[src/mfm_pkg.sv]
`default_nettype none
package mfm_pkg;
  // Register byte offsets
  localparam logic [7:0] ADDR_CTRL = 8'h00;
  localparam logic [7:0] ADDR_PERR = 8'h04;
  localparam logic [7:0] ADDR_WDOG = 8'h08;
  localparam logic [7:0] ADDR_STAT = 8'h0C;
  localparam logic [7:0] ADDR_CMD = 8'h10;
  // Safety fault indices
  localparam int SF_PLIM = 0;
  localparam int SF_NLIM = 1;
  localparam int SF_PERR = 2;
  localparam int SF_SSTOP = 3;
  localparam int NUM_SF = 4;
  // Critical fault indices
  localparam int CF_OC = 0;
  localparam int CF_OT = 1;
  localparam int CF_OV = 2;
  localparam int CF_UV = 3;
  localparam int CF_FLASH = 4;
  localparam int CF_WDOG = 5;
  localparam int NUM_CF = 6;
  // Control register fields
  localparam int CTRL_EN_LSB = 0;
  localparam int CTRL_RESP_LSB = 8;
  localparam int CTRL_ENC_BIT = 16;
  localparam int CTRL_SSIN_BIT = 17;
  // Command register fields
  localparam int CMD_ENABLE_BIT = 0;
  localparam int CMD_KICK_BIT = 1;
  // Status register fields
  localparam int STAT_SF_LSB = 0;
  localparam int STAT_CF_LSB = 8;
  localparam int STAT_PWR_BIT = 16;
  localparam int STAT_HOLD_BIT = 17;
  // Reset values
  localparam logic [31:0] CTRL_RST = 32'h0000_0000;
  localparam logic [31:0] PERR_RST = 32'h0000_0100;
  // Temperature limit in degrees C (75)
  localparam logic [7:0] TEMP_MAX_C = 8'h4B;
  // Timing
  localparam int CLK_PERIOD_NS = 10;
  localparam int BLINK_HALF_MS = 250;
  localparam int BLINK_HALF_CYC = BLINK_HALF_MS * 1000000 / CLK_PERIOD_NS;
  localparam int WDOG_RST_MS = 100;
  localparam int WDOG_RST_CYC = WDOG_RST_MS * 1000000 / CLK_PERIOD_NS;
endpackage : mfm_pkg
`default_nettype wire

[src/mfm_fault_mgr.sv]
// How it works
// - Faults split into safety and critical classes
// - Stop-mode safety faults clear without enable cycling
// - Disable-mode safety faults latch until enable cycle
// - Any critical fault removes motor power
// - Critical clears after condition gone and cycle
// - Positive limit blocks positive travel only
// - Positive limit clears: input off, negative motion
// - Negative limit mirrors positive limit handling
// - Position error needs encoder, compares abs difference
// - Position error: next move or cycle clears
// - Below full force: hold, no position error
// - Software stop fault while stop input high
// - Software stop clears: input low, new move
// - No motion while software stop fault stands
// - Over-temperature above limit is critical
// - Over-current, over-voltage, under-voltage are critical
// - Flash error: power-up check or driver link
// - Watchdog timeout when firmware misses service
// - Red solid on critical, blinking on safety
// - Start ignored when enable low or stop high
//
// The register offsets and register access over AHB-Lite were chosen for this implementation.
`timescale 1ns/1ps
`default_nettype none
module mfm_fault_mgr #(
  parameter int BLINK_CYC = mfm_pkg::BLINK_HALF_CYC,
  parameter int WDOG_RST_CYC = mfm_pkg::WDOG_RST_CYC
) (
  input wire logic clk_i,
  input wire logic rstn_i,
  // AHB-Lite slave
  input wire logic hsel_i,
  input wire logic [31:0] haddr_i,
  input wire logic [1:0] htrans_i,
  input wire logic hwrite_i,
  input wire logic [2:0] hsize_i,
  input wire logic [31:0] hwdata_i,
  input wire logic hready_i,
  output logic [31:0] hrdata_o,
  output logic hreadyout_o,
  output logic hresp_o,
  // Controller inputs
  input wire logic enable_i,
  input wire logic sw_stop_i,
  input wire logic start_i,
  // Motion feedback
  input wire logic lim_pos_i,
  input wire logic lim_neg_i,
  input wire logic step_pos_i,
  input wire logic step_neg_i,
  input wire logic moving_i,
  input wire logic force_full_i,
  input wire logic [31:0] enc_pos_i,
  input wire logic [31:0] cmd_pos_i,
  // Condition sensing
  input wire logic over_current_i,
  input wire logic [7:0] temp_c_i,
  input wire logic over_volt_i,
  input wire logic under_volt_i,
  input wire logic boot_check_i,
  input wire logic csum_err_i,
  input wire logic fw_mismatch_i,
  input wire logic drv_link_fail_i,
  // Motion control outputs
  output logic motor_power_o,
  output logic allow_pos_o,
  output logic allow_neg_o,
  output logic start_o,
  output logic hold_o,
  output logic led_red_o,
  output logic led_green_o
);

  // Absolute difference of two signed positions
  function automatic logic [31:0] abs_diff(input logic [31:0] a, input logic [31:0] b);
    logic [31:0] d;
    d = a - b;
    abs_diff = d[31] ? (~d + 32'h0000_0001) : d;
  endfunction : abs_diff

  logic [31:0] ctrl_q;
  logic [31:0] perr_lim_q;
  logic [31:0] wdog_lim_q;
  logic [31:0] wdog_cnt_q;
  logic [31:0] hrdata_q;
  logic [31:0] blink_cnt_q;
  logic blink_q;
  logic wr_pend_q;
  logic [7:0] wr_addr_q;
  logic en_prev_q;
  localparam int NUM_SF_W = mfm_pkg::NUM_SF;
  localparam int NUM_CF_W = mfm_pkg::NUM_CF;
  logic [NUM_SF_W-1:0] sf_q;
  logic [NUM_CF_W-1:0] cf_q;

  logic acc;
  logic sw_enable_cmd;
  logic wdog_kick;
  logic en_rise;
  logic clr_ev;
  logic move_req;
  logic perr_over;
  logic [NUM_SF_W-1:0] sf_en;
  logic [NUM_SF_W-1:0] sf_dis;
  logic [NUM_SF_W-1:0] sf_cond;
  logic [NUM_SF_W-1:0] sf_clr;
  logic [NUM_CF_W-1:0] cf_cond;
  logic [31:0] stat_word;
  logic [31:0] rd_word;

  // Bus address phase and command strobes in the write data phase
  assign acc = hsel_i & htrans_i[1] & hready_i;
  assign sw_enable_cmd = wr_pend_q & (wr_addr_q == mfm_pkg::ADDR_CMD)
                         & hwdata_i[mfm_pkg::CMD_ENABLE_BIT];
  assign wdog_kick = wr_pend_q & (wr_addr_q == mfm_pkg::ADDR_CMD)
                     & hwdata_i[mfm_pkg::CMD_KICK_BIT];
  assign hreadyout_o = 1'b1;
  assign hresp_o = 1'b0;
  assign hrdata_o = hrdata_q;

  // Capture address of a write for its data phase
  always_ff @(posedge clk_i or negedge rstn_i) begin
    if (!rstn_i) begin
      wr_pend_q <= 1'b0;
      wr_addr_q <= 8'h00;
    end else begin
      wr_pend_q <= acc & hwrite_i;
      wr_addr_q <= haddr_i[7:0];
    end
  end

  // Register writes; decoded from the low 8 address bits only
  always_ff @(posedge clk_i or negedge rstn_i) begin
    if (!rstn_i) begin
      ctrl_q <= mfm_pkg::CTRL_RST;
      perr_lim_q <= mfm_pkg::PERR_RST;
      wdog_lim_q <= 32'(WDOG_RST_CYC);
    end else if (wr_pend_q) begin
      case (wr_addr_q)
        mfm_pkg::ADDR_CTRL: ctrl_q <= hwdata_i;
        mfm_pkg::ADDR_PERR: perr_lim_q <= hwdata_i;
        mfm_pkg::ADDR_WDOG: wdog_lim_q <= hwdata_i;
        default: ;
      endcase
    end
  end

  // Status word and read mux
  assign stat_word = {14'h0000, hold_o, motor_power_o, 2'h0, cf_q, 4'h0, sf_q};
  always_comb begin
    case (haddr_i[7:0])
      mfm_pkg::ADDR_CTRL: rd_word = ctrl_q;
      mfm_pkg::ADDR_PERR: rd_word = perr_lim_q;
      mfm_pkg::ADDR_WDOG: rd_word = wdog_lim_q;
      mfm_pkg::ADDR_STAT: rd_word = stat_word;
      default: rd_word = 32'h0000_0000;
    endcase
    if (haddr_i[31:8] != 24'h00_0000) begin
      rd_word = 32'h0000_0000;
    end
  end

  // Read data registered at address phase, shown in data phase
  always_ff @(posedge clk_i or negedge rstn_i) begin
    if (!rstn_i) begin
      hrdata_q <= 32'h0000_0000;
    end else if (acc & ~hwrite_i) begin
      hrdata_q <= rd_word;
    end
  end

  // Enable cycle detect: a sampled low then a sampled high
  always_ff @(posedge clk_i or negedge rstn_i) begin
    if (!rstn_i) begin
      en_prev_q <= 1'b1;
    end else begin
      en_prev_q <= enable_i;
    end
  end
  assign en_rise = enable_i & ~en_prev_q;
  assign clr_ev = en_rise | sw_enable_cmd;

  // Start gating on the controller inputs
  assign move_req = start_i & enable_i & ~sw_stop_i;

  // Safety fault configuration fields
  assign sf_en = ctrl_q[mfm_pkg::CTRL_EN_LSB +: NUM_SF_W];
  assign sf_dis = ctrl_q[mfm_pkg::CTRL_RESP_LSB +: NUM_SF_W];

  // Position error compare, encoder required; hold below full force
  assign perr_over = ctrl_q[mfm_pkg::CTRL_ENC_BIT]
                     & (abs_diff(enc_pos_i, cmd_pos_i) > perr_lim_q);
  assign hold_o = perr_over & ~force_full_i;

  // Safety fault conditions
  always_comb begin
    sf_cond = '0;
    sf_cond[mfm_pkg::SF_PLIM] = sf_en[mfm_pkg::SF_PLIM] & lim_pos_i;
    sf_cond[mfm_pkg::SF_NLIM] = sf_en[mfm_pkg::SF_NLIM] & lim_neg_i;
    sf_cond[mfm_pkg::SF_PERR] = sf_en[mfm_pkg::SF_PERR] & perr_over & force_full_i;
    sf_cond[mfm_pkg::SF_SSTOP] = sf_en[mfm_pkg::SF_SSTOP]
                                 & ctrl_q[mfm_pkg::CTRL_SSIN_BIT] & sw_stop_i;
  end

  // Safety fault clear terms, by response setting
  always_comb begin
    sf_clr = '0;
    sf_clr[mfm_pkg::SF_PLIM] = ~lim_pos_i & step_neg_i;
    sf_clr[mfm_pkg::SF_NLIM] = ~lim_neg_i & step_pos_i;
    sf_clr[mfm_pkg::SF_PERR] = move_req;
    sf_clr[mfm_pkg::SF_SSTOP] = ~sw_stop_i & move_req;
    for (int i = 0; i < NUM_SF_W; i++) begin
      if (sf_dis[i]) begin
        sf_clr[i] = clr_ev;
      end
      if (!sf_en[i]) begin
        sf_clr[i] = 1'b1;
      end
    end
  end

  // Safety fault latches; a present condition wins over a clear
  always_ff @(posedge clk_i or negedge rstn_i) begin
    if (!rstn_i) begin
      sf_q <= '0;
    end else begin
      sf_q <= sf_cond | (sf_q & ~sf_clr);
    end
  end

  // Watchdog counter, restarted by each firmware service
  always_ff @(posedge clk_i or negedge rstn_i) begin
    if (!rstn_i) begin
      wdog_cnt_q <= 32'h0000_0000;
    end else if (wdog_kick) begin
      wdog_cnt_q <= 32'h0000_0000;
    end else if (wdog_cnt_q < wdog_lim_q) begin
      wdog_cnt_q <= wdog_cnt_q + 32'h0000_0001;
    end
  end

  // Critical fault conditions
  always_comb begin
    cf_cond = '0;
    cf_cond[mfm_pkg::CF_OC] = over_current_i;
    cf_cond[mfm_pkg::CF_OT] = temp_c_i > mfm_pkg::TEMP_MAX_C;
    cf_cond[mfm_pkg::CF_OV] = over_volt_i;
    cf_cond[mfm_pkg::CF_UV] = under_volt_i;
    cf_cond[mfm_pkg::CF_FLASH] = (boot_check_i & (csum_err_i | fw_mismatch_i))
                                 | (moving_i & drv_link_fail_i);
    cf_cond[mfm_pkg::CF_WDOG] = ~wdog_kick & (wdog_cnt_q >= wdog_lim_q);
  end

  // Critical latches clear only by an enable cycle with condition gone
  always_ff @(posedge clk_i or negedge rstn_i) begin
    if (!rstn_i) begin
      cf_q <= '0;
    end else begin
      cf_q <= cf_cond | (cf_q & ~{NUM_CF_W{clr_ev}});
    end
  end

  // Motor power and direction permits
  assign motor_power_o = enable_i & ~(|cf_q) & ~(|(sf_q & sf_dis));
  assign allow_pos_o = motor_power_o & ~sf_q[mfm_pkg::SF_PLIM]
                       & ~sf_q[mfm_pkg::SF_PERR] & ~sf_q[mfm_pkg::SF_SSTOP];
  assign allow_neg_o = motor_power_o & ~sf_q[mfm_pkg::SF_NLIM]
                       & ~sf_q[mfm_pkg::SF_PERR] & ~sf_q[mfm_pkg::SF_SSTOP];
  assign start_o = move_req & motor_power_o & ~sf_q[mfm_pkg::SF_SSTOP];

  // Blink timebase for the red indicator
  always_ff @(posedge clk_i or negedge rstn_i) begin
    if (!rstn_i) begin
      blink_cnt_q <= 32'h0000_0000;
      blink_q <= 1'b0;
    end else if (blink_cnt_q >= 32'(BLINK_CYC - 1)) begin
      blink_cnt_q <= 32'h0000_0000;
      blink_q <= ~blink_q;
    end else begin
      blink_cnt_q <= blink_cnt_q + 32'h0000_0001;
    end
  end

  // Indicators: solid red wins over blinking red
  assign led_red_o = (|cf_q) | ((|sf_q) & blink_q);
  assign led_green_o = motor_power_o;

  // Checks
  crit_power_a: assert property (@(posedge clk_i) disable iff (!rstn_i)
    (|cf_cond) |=> !motor_power_o)
    else $error("critical fault left motor powered");

  crit_clear_a: assert property (@(posedge clk_i) disable iff (!rstn_i)
    $fell(|cf_q) |-> $past(clr_ev) && !$past(|cf_cond))
    else $error("critical fault cleared without enable cycle");

  en_cycle_a: assert property (@(posedge clk_i) disable iff (!rstn_i)
    en_rise |-> $past(enable_i) == 1'b0 && enable_i)
    else $error("enable cycle without prior low");

  plim_block_a: assert property (@(posedge clk_i) disable iff (!rstn_i)
    sf_q[mfm_pkg::SF_PLIM] |-> !allow_pos_o)
    else $error("positive travel allowed at limit");

  plim_clear_a: assert property (@(posedge clk_i) disable iff (!rstn_i)
    $fell(sf_q[mfm_pkg::SF_PLIM]) && !$past(sf_dis[mfm_pkg::SF_PLIM])
    && $past(sf_en[mfm_pkg::SF_PLIM])
    |-> $past(!lim_pos_i && step_neg_i))
    else $error("positive limit cleared early");

  nlim_clear_a: assert property (@(posedge clk_i) disable iff (!rstn_i)
    $fell(sf_q[mfm_pkg::SF_NLIM]) && !$past(sf_dis[mfm_pkg::SF_NLIM])
    && $past(sf_en[mfm_pkg::SF_NLIM])
    |-> $past(!lim_neg_i && step_pos_i))
    else $error("negative limit cleared early");

  perr_push_a: assert property (@(posedge clk_i) disable iff (!rstn_i)
    $rose(sf_q[mfm_pkg::SF_PERR]) |-> $past(force_full_i))
    else $error("position error raised below full force");

  dis_latch_a: assert property (@(posedge clk_i) disable iff (!rstn_i)
    $fell(sf_q[mfm_pkg::SF_PERR]) && $past(sf_dis[mfm_pkg::SF_PERR])
    && $past(sf_en[mfm_pkg::SF_PERR]) |-> $past(clr_ev))
    else $error("disable-mode fault cleared without cycle");

  sstop_block_a: assert property (@(posedge clk_i) disable iff (!rstn_i)
    sf_q[mfm_pkg::SF_SSTOP] |-> !start_o && !allow_pos_o && !allow_neg_o)
    else $error("motion allowed during software stop");

  start_gate_a: assert property (@(posedge clk_i) disable iff (!rstn_i)
    start_o |-> enable_i && !sw_stop_i)
    else $error("start passed with enable low or stop high");

  over_temp_a: assert property (@(posedge clk_i) disable iff (!rstn_i)
    (temp_c_i > mfm_pkg::TEMP_MAX_C) |=> cf_q[mfm_pkg::CF_OT] && !motor_power_o)
    else $error("over-temperature not latched");

  red_led_a: assert property (@(posedge clk_i) disable iff (!rstn_i)
    (|cf_q) |-> led_red_o)
    else $error("red indicator not solid on critical fault");

  nlim_block_a: assert property (@(posedge clk_i) disable iff (!rstn_i)
    sf_q[mfm_pkg::SF_NLIM] |-> !allow_neg_o)
    else $error("negative travel allowed at limit");

  dis_power_a: assert property (@(posedge clk_i) disable iff (!rstn_i)
    (|(sf_q & sf_dis)) |-> !motor_power_o)
    else $error("disable-mode fault left motor powered");

  crit_hold_a: assert property (@(posedge clk_i) disable iff (!rstn_i)
    (|cf_q) && !clr_ev |=> (|cf_q))
    else $error("critical fault dropped without clear");

  sstop_raise_a: assert property (@(posedge clk_i) disable iff (!rstn_i)
    sf_en[mfm_pkg::SF_SSTOP] && ctrl_q[mfm_pkg::CTRL_SSIN_BIT] && sw_stop_i
    |=> sf_q[mfm_pkg::SF_SSTOP])
    else $error("software stop fault not raised");

  perr_raise_a: assert property (@(posedge clk_i) disable iff (!rstn_i)
    ctrl_q[mfm_pkg::CTRL_ENC_BIT] && sf_en[mfm_pkg::SF_PERR] && force_full_i
    && (abs_diff(enc_pos_i, cmd_pos_i) > perr_lim_q) |=> sf_q[mfm_pkg::SF_PERR])
    else $error("position error not raised");

  wdog_fault_a: assert property (@(posedge clk_i) disable iff (!rstn_i)
    !wdog_kick && (wdog_cnt_q >= wdog_lim_q) |=> cf_q[mfm_pkg::CF_WDOG])
    else $error("watchdog timeout not latched");

  flash_run_a: assert property (@(posedge clk_i) disable iff (!rstn_i)
    moving_i && drv_link_fail_i |=> cf_q[mfm_pkg::CF_FLASH])
    else $error("driver link failure not latched");

  stop_auto_a: assert property (@(posedge clk_i) disable iff (!rstn_i)
    sf_q[mfm_pkg::SF_PLIM] && sf_en[mfm_pkg::SF_PLIM] && !sf_dis[mfm_pkg::SF_PLIM]
    && !lim_pos_i && step_neg_i |=> !sf_q[mfm_pkg::SF_PLIM])
    else $error("stop-mode limit fault not cleared");

  sstop_clear_a: assert property (@(posedge clk_i) disable iff (!rstn_i)
    sf_q[mfm_pkg::SF_SSTOP] && sf_en[mfm_pkg::SF_SSTOP] && !sf_dis[mfm_pkg::SF_SSTOP]
    && !sw_stop_i && move_req |=> !sf_q[mfm_pkg::SF_SSTOP])
    else $error("software stop fault not cleared by move");

endmodule : mfm_fault_mgr
`default_nettype wire

[config.mk]
export PLATFORM = sky130hd
export DESIGN_NAME = mfm_fault_mgr
export DESIGN_NICKNAME = d
export VERILOG_FILES = /design/src/mfm_pkg.sv /design/src/mfm_fault_mgr.sv
export SDC_FILE = /design/constraint.sdc
export NUM_CORES = 1
export LEC_CHECK = 0
export BUFFER_PORTS_ARGS = -buffer_cell sky130_fd_sc_hd__buf_2
export CORE_AREA = 2 2 164 166
export CTS_CLUSTER_DIAMETER = 50
export DETAILED_ROUTE_END_ITERATION = 16
export DIE_AREA = 0 0 166 168
export HOLD_SLACK_MARGIN = 0.08
export MAX_ROUTING_LAYER = met4
export PLACE_DENSITY = 0.79
export SYNTH_ARGS = -nofsm -noshare
export SYNTH_HDL_FRONTEND = slang
export SYNTH_SLANG_ARGS = --single-unit
[constraint.sdc]
create_clock -name clk_i -period 5.5 [get_ports clk_i]
set_clock_uncertainty 0.15 [all_clocks]
set_input_delay 0.55 -clock clk_i [delete_from_list [all_inputs] [get_ports clk_i]]
set_output_delay 0.55 -clock clk_i [all_outputs]
set_load 0.005 [all_outputs]
# Word level (Yosys, flattened, before mapping)

Cells that the tools add are included.

Add/sub/neg operators: 4
Multipliers: 0
Divide/modulo/power cells: 0
Magnitude comparators: 5
Equal/unequal tests: 6
Shift-type cells: 0
Mux-type cells: 14
Bitwise logic cells: 61
Reduce and logical (&&, ||, !) cells: 10

Operator list:

| operator                | number |
|---|---|
| $mux W32                | 5 |
| $pmux W32 S4            | 1 |
| $add A32 B1 Y32 const B | 3 |
| $and A1 B1 Y1           | 35 |
| $ge A32 B25 Y1 const B  | 1 |
| $ge A32 B32 Y1          | 1 |
| $gt A32 B32 Y1          | 1 |
| $lt A32 B32 Y1          | 1 |
| $not A32 Y32            | 1 |
| $sub A32 B32 Y32        | 1 |
| $eq A8 B4 Y1 const B    | 3 |
| $reduce_bool A24 Y1     | 1 |
| $eq A8 B3 Y1 const B    | 2 |
| $logic_not A8 Y1        | 2 |
| $not A1 Y1              | 14 |
| $and A4 B4 Y4           | 2 |
| $eq A8 B5 Y1 const B    | 1 |
| $gt A8 B7 Y1 const B    | 1 |
| $mux W1                 | 8 |
| $reduce_or A4 Y1        | 2 |
| $and A6 B6 Y6           | 1 |
| $not A6 Y6              | 1 |
| $or A6 B6 Y6            | 1 |
| $reduce_and A2 Y1       | 3 |
| other kinds (5)         | 8 |

Register bits after elaboration: 213
Bits in latches: 0
Memory bits (writable): 0
ROM bits: 0
Input port bits: 162
Output and inout port bits: 41
Word-level logic and storage cells: 112
Memories: 0

# Logic depth before layout (Yosys ltp)

Gate-level depths: netlist of the first run.

Word-level depth: 9
Depth in mapped cells: 25
Depth with buffers taken out: 25

# Worst setup path after synthesis of the first run

OpenSTA, ideal clock, no wires.

Path type: input to output
Start: input enc_pos_i[0]
End: output hold_o
Arrival: 4.931 ns
Required time: 4.800 ns
Path slack: -0.131 ns
Cell stages on the path: 22
Cell sequence: inv_1 > ha_1 > inv_1 > fa_1 > a211o_1 > a21oi_2 > o21ai_1 > a221o_1 > or4b_4 > nor4_4 > nand3_2 > nor3_4 > a41oi_2 > xor2_1 > ha_1 > nand4_1 > nor4_1 > nand4_1 > a21oi_1 > a211oi_1 > o41ai_1 > o211a_1

Cells in the longest elaborated chain, start to end: 7

RTL lines:

| item                 | line                 | RTL |
|---|---|---|
| start: declaration   | mfm_fault_mgr.sv:54  | `input wire logic [31:0] enc_pos_i,` |
| $sub A32 B32 Y32 (*) | mfm_fault_mgr.sv:78  | `d = a - b;` |
| $not A32 Y32         | mfm_fault_mgr.sv:79  | `abs_diff = d[31] ? (~d + 32'h0000_0001) : d;` |
| $add A32 B1 Y32      | mfm_fault_mgr.sv:79  |  |
| $mux W32 (*)         | mfm_fault_mgr.sv:79  |  |
| $gt A32 B32 Y1 (*)   | mfm_fault_mgr.sv:193 | `& (abs_diff(enc_pos_i, cmd_pos_i) > perr_lim_q);` |
| $and A1 B1 Y1 (*)    | mfm_fault_mgr.sv:193 |  |
| $and A1 B1 Y1 (*)    | mfm_fault_mgr.sv:194 | `assign hold_o = perr_over & ~force_full_i;` |
| end: declaration     | mfm_fault_mgr.sv:70  | `output logic hold_o,` |

Every way passes the cells marked *; elsewhere a longest branch is shown, timed or not.

# Worst setup path after layout of the first run

Ends and elaborated chain as after synthesis.

==> results.md, run 1 <==
* Final core occ at 63.7%
* Clk_lat worst skew at 0.52 ns
* HPWL Detailed at 26.8 mm
* Worst Setup SP: enc_pos_i[0]
* Syn. warnings at 0
* Place WS at -0.543 ns
* Primary FF master, synth: dfrtp_1
* CP Capture Type: output pin
* Worst-path clk slew at 0.06 ns
* Share of cells above drive strength 1 at 26.2%
* Grt total ovfl at 0
* Reg-to-reg critical path endpoint: wdog_cnt_q[19]$_DFFE_PN0P_
* Final slew viol count at 0
* Worst-path maximum fanout at 3
* Critical Path Start Type: input pin
* Post-route ant nets at 0
* First-pass DRT Iterations at 6
* Final setup vio count at 1
* Worst-Margin Slew at 1.24 ns
* Avg Vias per Cell at 5.68
* Number of synthesized flops with an enable pin at 0
* Row Count at 60
* Gr usage total at 26.7%
* RSZ-0062 raised after global routing: yes
* Clk sinks at 213
* CTS buffer count at 23
* Run status: complete, but fails checks
* Fin worst setup slack at -0.499 ns
* Period utilization at 109%
* # IOs at 203
* Setup TNS at -0.499 ns
* Final hold vios at 0
* CTS H-Tree Depth at 1
* Root Driver: clkbuf_16
* FF-to-FF Start: wdog_lim_q[17]$_DFFE_PN0P_
* Setup CP Type: in -> out
* Avg WL per Cell at 17.0 um
* Total power at 4.57 mW
* Worst vdd ir at 0.314 mV
* Initial antenna violation count at 4
* Synth Instances at 1492
* Crit path required time at 4.80 ns
* Most area-consuming cells after synthesis: dfrtp_1, ha_1, mux2_2
* # fillers at 2059
* Detailed Route WL at 36.7 mm
* Max_slew headroom at 17.2%
* CTS tree: built
* Die Width at 166 um
* Nets at 2051
* Die Y at 168 um
* RePlAce Congestion at 0.877
* Largest net degree at the start of global routing at 134
* Total number of vias at 12200
* FF+latch area at 5340 sq um
* Most common cell after layout, fill and taps aside: dfrtp_1
* Max_cap viols at 0
* Yosys cell types at 82
* I/O Buffers at 194
* Peak Freq at 167 MHz
* Worst Reg-to-Reg Cells at 10
* Pwr/cell area at 273 nW/um^2
* Core box area at 26400 sq um
* Failing checks: setup timing
* #FFs+latches synth at 213
* Bufs on Longest Clock Path at 3
* Syn-to-layout area delta at 22.4%
* Fin crit period at 6.00 ns
* Leakage power figure at 8.09 nW
* CP Data Arrival Time at 5.30 ns
* R2r setup slk at 1.93 ns
* Post-Syn Area at 13700 sq um
* DR iter-0 viols at 849
* Top cell type's share of synthesized area at 37.1%
* Number of remaining DRC errors at 0
* First-pass GRT wire length at 60.2 mm
* Most frequent cells in the layout: dfrtp_1, buf_2, inv_1, nand2_1, nor2_1
* Register area share after synthesis at 39.0%
* Area of the multi-input gates at 7730 sq um
* Vias in the first global route at 12600
* Worst min path class: in -> reg
* Async set or reset register ratio after synthesis at 100%
* CP endpoint: hold_o
* Mean Syn Cell Area at 9.18 sq um
* Largest area contributor in the netlist: dfrtp_1
* Die ar. at 27900 sq um
* Initial core utilization at 52.0%
## cell type report
type | instances | area share (%)
clock inverter | 13 | 0.977
antenna | 4 | 0.0597
timing repair buffer | 322 | 11.9
clock buffer | 29 | 3.62
multi-input combinational | 1096 | 46.1
tap | 341 | 2.54
sequential | 213 | 31.8
inverter | 134 | 3.01
## sequential cells by signal, indices dropped and copies added, names as in the netlist
name and cells:
blink_cnt_q 32, ctrl_q 32, hrdata_o 32, perr_lim_q 32, wdog_cnt_q 32, wdog_lim_q 32, wr_addr_q 8, cf_q 6
sf_q 4, blink_q 1, en_prev_q 1, wr_pend_q 1
## critical path: stages
cell and delay, ns:
buf_6 0.09, inv_4 0.04, ha_4 0.12, inv_2 0.04, fa_2 0.41, a211o_1 0.34
a21oi_2 0.21, o21ai_2 0.10, a221o_1 0.32, or4b_4 0.54, nor4_4 0.26, nand3_2 0.15
nor3_4 0.21, a41oi_2 0.14, xor2_1 0.16, ha_1 0.31, nand4_1 0.14, nor4_2 0.33
nand4_1 0.18, a21oi_2 0.16, a211oi_2 0.05, o41ai_2 0.07, o211a_1 0.23, buf_2 0.14
## per-stage QoR
| stage | instances | instance area, sq um | hold slack (ns) |
|---|---|---|---|
| 5_1_grt | 2152 | 16800 | 0.106 |
| 6_report | 2152 | 16800 | 0.104 |
| 2_1_floorplan | 1499 | 13700 | 0.104 |
| 3_3_place_gp | 2088 | 15800 | 0.308 |
| 3_5_place_dp | 2088 | 15800 | 0.317 |
| 4_1_cts | 2144 | 16700 | 0.0830 |
## what timing repair did
item | in CTS | in global routing
endpoints found under the setup margin | 1 | 3
setup buffers | 2 | 4
endpoints found under the hold margin | 86 | 0
gates resized for setup | 3 | 19
pin swaps | 4 | 26
hold buffers | 12 | 0
## worst min path at each step
stage	from	endpoint	slack, ns	depth (start not counted)
2_1_floorplan	rstn_i	blink_cnt_q[0]$_DFF_PN0_	0.10	0
3_3_place_gp	hrdata_o[0]$_DFFE_PN0P_	hrdata_o[0]$_DFFE_PN0P_	0.31	2
3_5_place_dp	hrdata_o[19]$_DFFE_PN0P_	hrdata_o[19]$_DFFE_PN0P_	0.32	2
4_1_cts	moving_i	cf_q[4]$_DFF_PN0_	0.08	3
5_1_grt	temp_c_i[7]	cf_q[1]$_DFF_PN0_	0.11	2
6_report	moving_i	cf_q[4]$_DFF_PN0_	0.10	3
## layer usage
| layer | routed length [um] | vias up | GRT usage [%] |
|---|---|---|---|
| met5 | 0 | - | - |
| met4 | 1420 | 0 | 12.4 |
| met3 | 1490 | 92 | 2.44 |
| met2 | 18500 | 367 | 46.5 |
| met1 | 15300 | 5912 | 31.4 |
| li1 | - | 5843 | - |
## cells by family (layout without fill, tap and decap cells)
group | Yosys count | in the layout | share of synthesized area, %
AO/OA/AOI/OAI | 336 | 336 | 15.0
XOR/XNOR | 97 | 97 | 6.20
adder cells (fa/ha/maj) | 99 | 99 | 9.09
buffers and inverters | 190 | 498 | 5.43
flip-flops | 213 | 213 | 39.0
multiplexers | 101 | 101 | 8.99
other | 2 | 13 | 0.0548
AND/OR/NAND/NOR | 454 | 454 | 16.2
## synthesized netlist by cell type, drive strengths merged, types with 3 or more instances
cell type  instances
nor2             127
and4               6
mux4              11
o31a               4
inv              134
dfstp             10
o41ai              3
or4b               3
a211o              4
xnor2             63
and3               8
o31ai              5
ha                98
nand2b             6
clkbuf            38
a21oi             89
nor2b             10
and2               7
a221o              3
o21bai             6
a41oi              5
a21boi             7
nand3b             3
dfrtp            203
mux2              67
buf               18
a211oi             8
a31oi              8
xor2              34
o21a               9
nor3              27
o2111ai            3
nand3             36
nand4             37
o21ai            127
o211ai             8
or2                3
a21o              33
nor4              26
or3               15
nand2            131
mux2i             23
or4                4
## power breakdown
group | internal, mW | switching, mW
Clock | 0.938 | 0.651
Combinational | 0.578 | 0.649
Sequential | 1.65 | 0.105
Total | 3.17 | 1.40
Note: power is estimated with default switching activity, not from simulation.
==> run 2, diff against run 1 <==
--- a/config.mk
+++ b/config.mk
@@ -11,5 +11,4 @@
 export DETAILED_ROUTE_END_ITERATION = 16
 export DIE_AREA = 0 0 166 168
-export HOLD_SLACK_MARGIN = 0.08
 export MAX_ROUTING_LAYER = met4
 export PLACE_DENSITY = 0.79
--- a/constraint.sdc
+++ b/constraint.sdc
@@ -3,3 +3,3 @@
 set_input_delay 0.55 -clock clk_i [delete_from_list [all_inputs] [get_ports clk_i]]
 set_output_delay 0.55 -clock clk_i [all_outputs]
-set_load 0.005 [all_outputs]
+set_load 0.02 [all_outputs]
==> run 2 against run 1 <==
  * The flow still finishes with violations (setup timing)
  * Combinational power about the same
  * Non-clock buffer count up 1
  * Hold slack worse by 0.081 ns
  * Maximum frequency up 0.72%
  * Via count down 0.52%
  * First-iteration DRC count down 19%
  * Critical path type unchanged
  * Critical endpoint unchanged
  * Largest power group unchanged
==> results.md, run 2 (synthesis gave the netlist of run 1 again) <==
* CP Capture Type: output pin
* Post-route ant nets at 0
* Most frequent cells in the layout: dfrtp_1, buf_2, inv_1, nand2_1, nor2_1
* Max_slew headroom at 12.3%
* Run status: complete, but fails checks
* Syn-to-layout area delta at 22.3%
* Avg WL per Cell at 16.9 um
* # IOs at 203
* Pwr/cell area at 269 nW/um^2
* FF-to-FF Start: wdog_lim_q[17]$_DFFE_PN0P_
* Worst-Margin Slew at 1.32 ns
* I/O Buffers at 194
* Final core occ at 63.6%
* Setup CP Type: in -> out
* Total power at 4.50 mW
* RSZ-0062 raised after global routing: yes
* Die Y at 168 um
* Worst path cell trace: buf_8 -> inv_8 -> ha_4 -> inv_2 -> fa_2 -> a211o_1 -> a21oi_2 -> o21ai_2 -> a221o_1 -> or4b_4 -> nor4_4 -> nand3_2 -> nor3_4 -> a41oi_2 -> xor2_1 -> ha_1 -> nand4_1 -> nor4_4 -> nand4_1 -> a21oi_1 -> a211oi_1 -> o41ai_2 -> o211a_1 -> buf_6
* FF+latch area at 5340 sq um
* Fin worst setup slack at -0.456 ns
* Final hold vios at 0
* Die Width at 166 um
* Area of the multi-input gates at 7760 sq um
* Worst-path maximum fanout at 3
* Peak Freq at 168 MHz
* First-pass DRT Iterations at 5
* Clk_lat worst skew at 0.52 ns
* CTS H-Tree Depth at 1
* Grt total ovfl at 0
* Worst-path clk slew at 0.06 ns
* Max_cap viols at 0
* DR iter-0 viols at 691
* Crit path required time at 4.80 ns
* Share of cells above drive strength 1 at 26.6%
* Total number of vias at 12200
* Final setup vio count at 1
* # fillers at 2100
* R2r setup slk at 1.87 ns
* Gr usage total at 26.4%
* Largest net degree at the start of global routing at 130
* Slowest cell delay on critical path at 0.52 ns
* Nets at 2051
* HPWL Detailed at 26.8 mm
* Fin crit period at 5.96 ns
* Worst Reg-to-Reg Cells at 10
* Worst hold slack at 0.0226 ns
* Core box area at 26400 sq um
* Worst min path class: in -> async
* Avg Vias per Cell at 5.65
* Most common cell after layout, fill and taps aside: dfrtp_1
* Die ar. at 27900 sq um
* CP Data Arrival Time at 5.26 ns
* Initial antenna violation count at 3
* Leakage power figure at 8.09 nW
* Reg-to-reg critical path endpoint: wdog_cnt_q[19]$_DFFE_PN0P_
* Clk sinks at 213
* Detailed Route WL at 36.3 mm
* Number of remaining DRC errors at 0
* Slowest cell on crit path: or4b_4
* Period utilization at 108%
* Root Driver: clkbuf_16
* Vias in the first global route at 12200
* Worst vdd ir at 0.223 mV
* Row Count at 60
* Bufs on Longest Clock Path at 3
* CTS tree: built
* Failing checks: setup timing
* Critical Path Start Type: input pin
* RePlAce Congestion at 0.872
* Initial core utilization at 52.0%
* Final slew viol count at 0
* First-pass GRT wire length at 59.5 mm
* CTS buffer count at 22
run 2: cell types whose count changed in the layout (fill, tap and decap cells not counted), moves of 2 or more:
| cell | before | now |
|---|---|---|
| buf_4 | 115 | 122 |
| clkinv_2 | 4 | 7 |
| clkinv_8 | 0 | 2 |
| dlygate4sd3_1 | 12 | 6 |
| inv_6 | 4 | 0 |
| o21ai_0 | 117 | 120 |
| o21ai_1 | 8 | 6 |
run 2: worst max-delay path by stage:
stage	startpoint	end	slack, ns
floorplan	enc_pos_i[0]	hold_o	0.0004
global placement	enc_pos_i[0]	hold_o	-0.44
detailed placement	enc_pos_i[0]	hold_o	-0.59
CTS	enc_pos_i[0]	hold_o	-0.35
global route	enc_pos_i[0]	hold_o	-0.69
finish	enc_pos_i[0]	hold_o	-0.46
run 2: metal layers:
layer | global-route usage (%) | share of wire (%) | vias up
li1 | - | - | 5848
met1 | 31.3 | 41 | 5820
met2 | 46.3 | 51 | 389
met3 | 2.75 | 4.4 | 94
met4 | 10.5 | 3.4 | 0
met5 | - | 0 | -
run 2: layout make-up:
| cell class | instances | area share [%] |
|---|---|---|
| diodes | 3 | 0.0448 |
| clock buffers | 28 | 3.48 |
| clock inverters | 12 | 0.806 |
| inverters | 134 | 3.05 |
| multi-input cells | 1096 | 46.3 |
| flip-flops and latches | 213 | 31.9 |
| well taps | 341 | 2.55 |
| repair buffers | 323 | 11.9 |
run 2: worst max-delay path, delay by kind of cell:
family	cells	cell delay, ns
adder cells (fa/ha/maj)	3	0.79
AND/OR/NAND/NOR	7	1.73
buffers and inverters	4	0.32
AO/OA/AOI/OAI	9	1.68
XOR/XNOR	1	0.18
run 2: where the power goes:
group	switching (mW)	total (mW)	internal [mW]	leakage, nW
clock network	0.635	1.49	0.854	0.354
registers	0.104	1.76	1.65	2.55
logic	0.657	1.26	0.601	5.19
total	1.40	4.50	3.11	8.09
run 2: metrics by stage:
step | area, sq um | setup TNS [ns] | setup slack, ns | cells
after global placement | 15800 | -0.637 | -0.438 | 2097
after detailed placement | 15800 | -1.08 | -0.587 | 2097
after floorplan | 13800 | 0 | 0.000419 | 1499
final | 16800 | -0.456 | -0.456 | 2150
after CTS | 16700 | -0.350 | -0.350 | 2145
after global routing | 16800 | -0.694 | -0.694 | 2150
run 2: repair_timing:
item	4_1_cts	5_1_grt
pin swaps	14	11
setup buffers	2	2
hold endpoints to repair	6	0
hold buffers	6	0
gates resized for setup	10	9
endpoints found under the setup margin	1	2
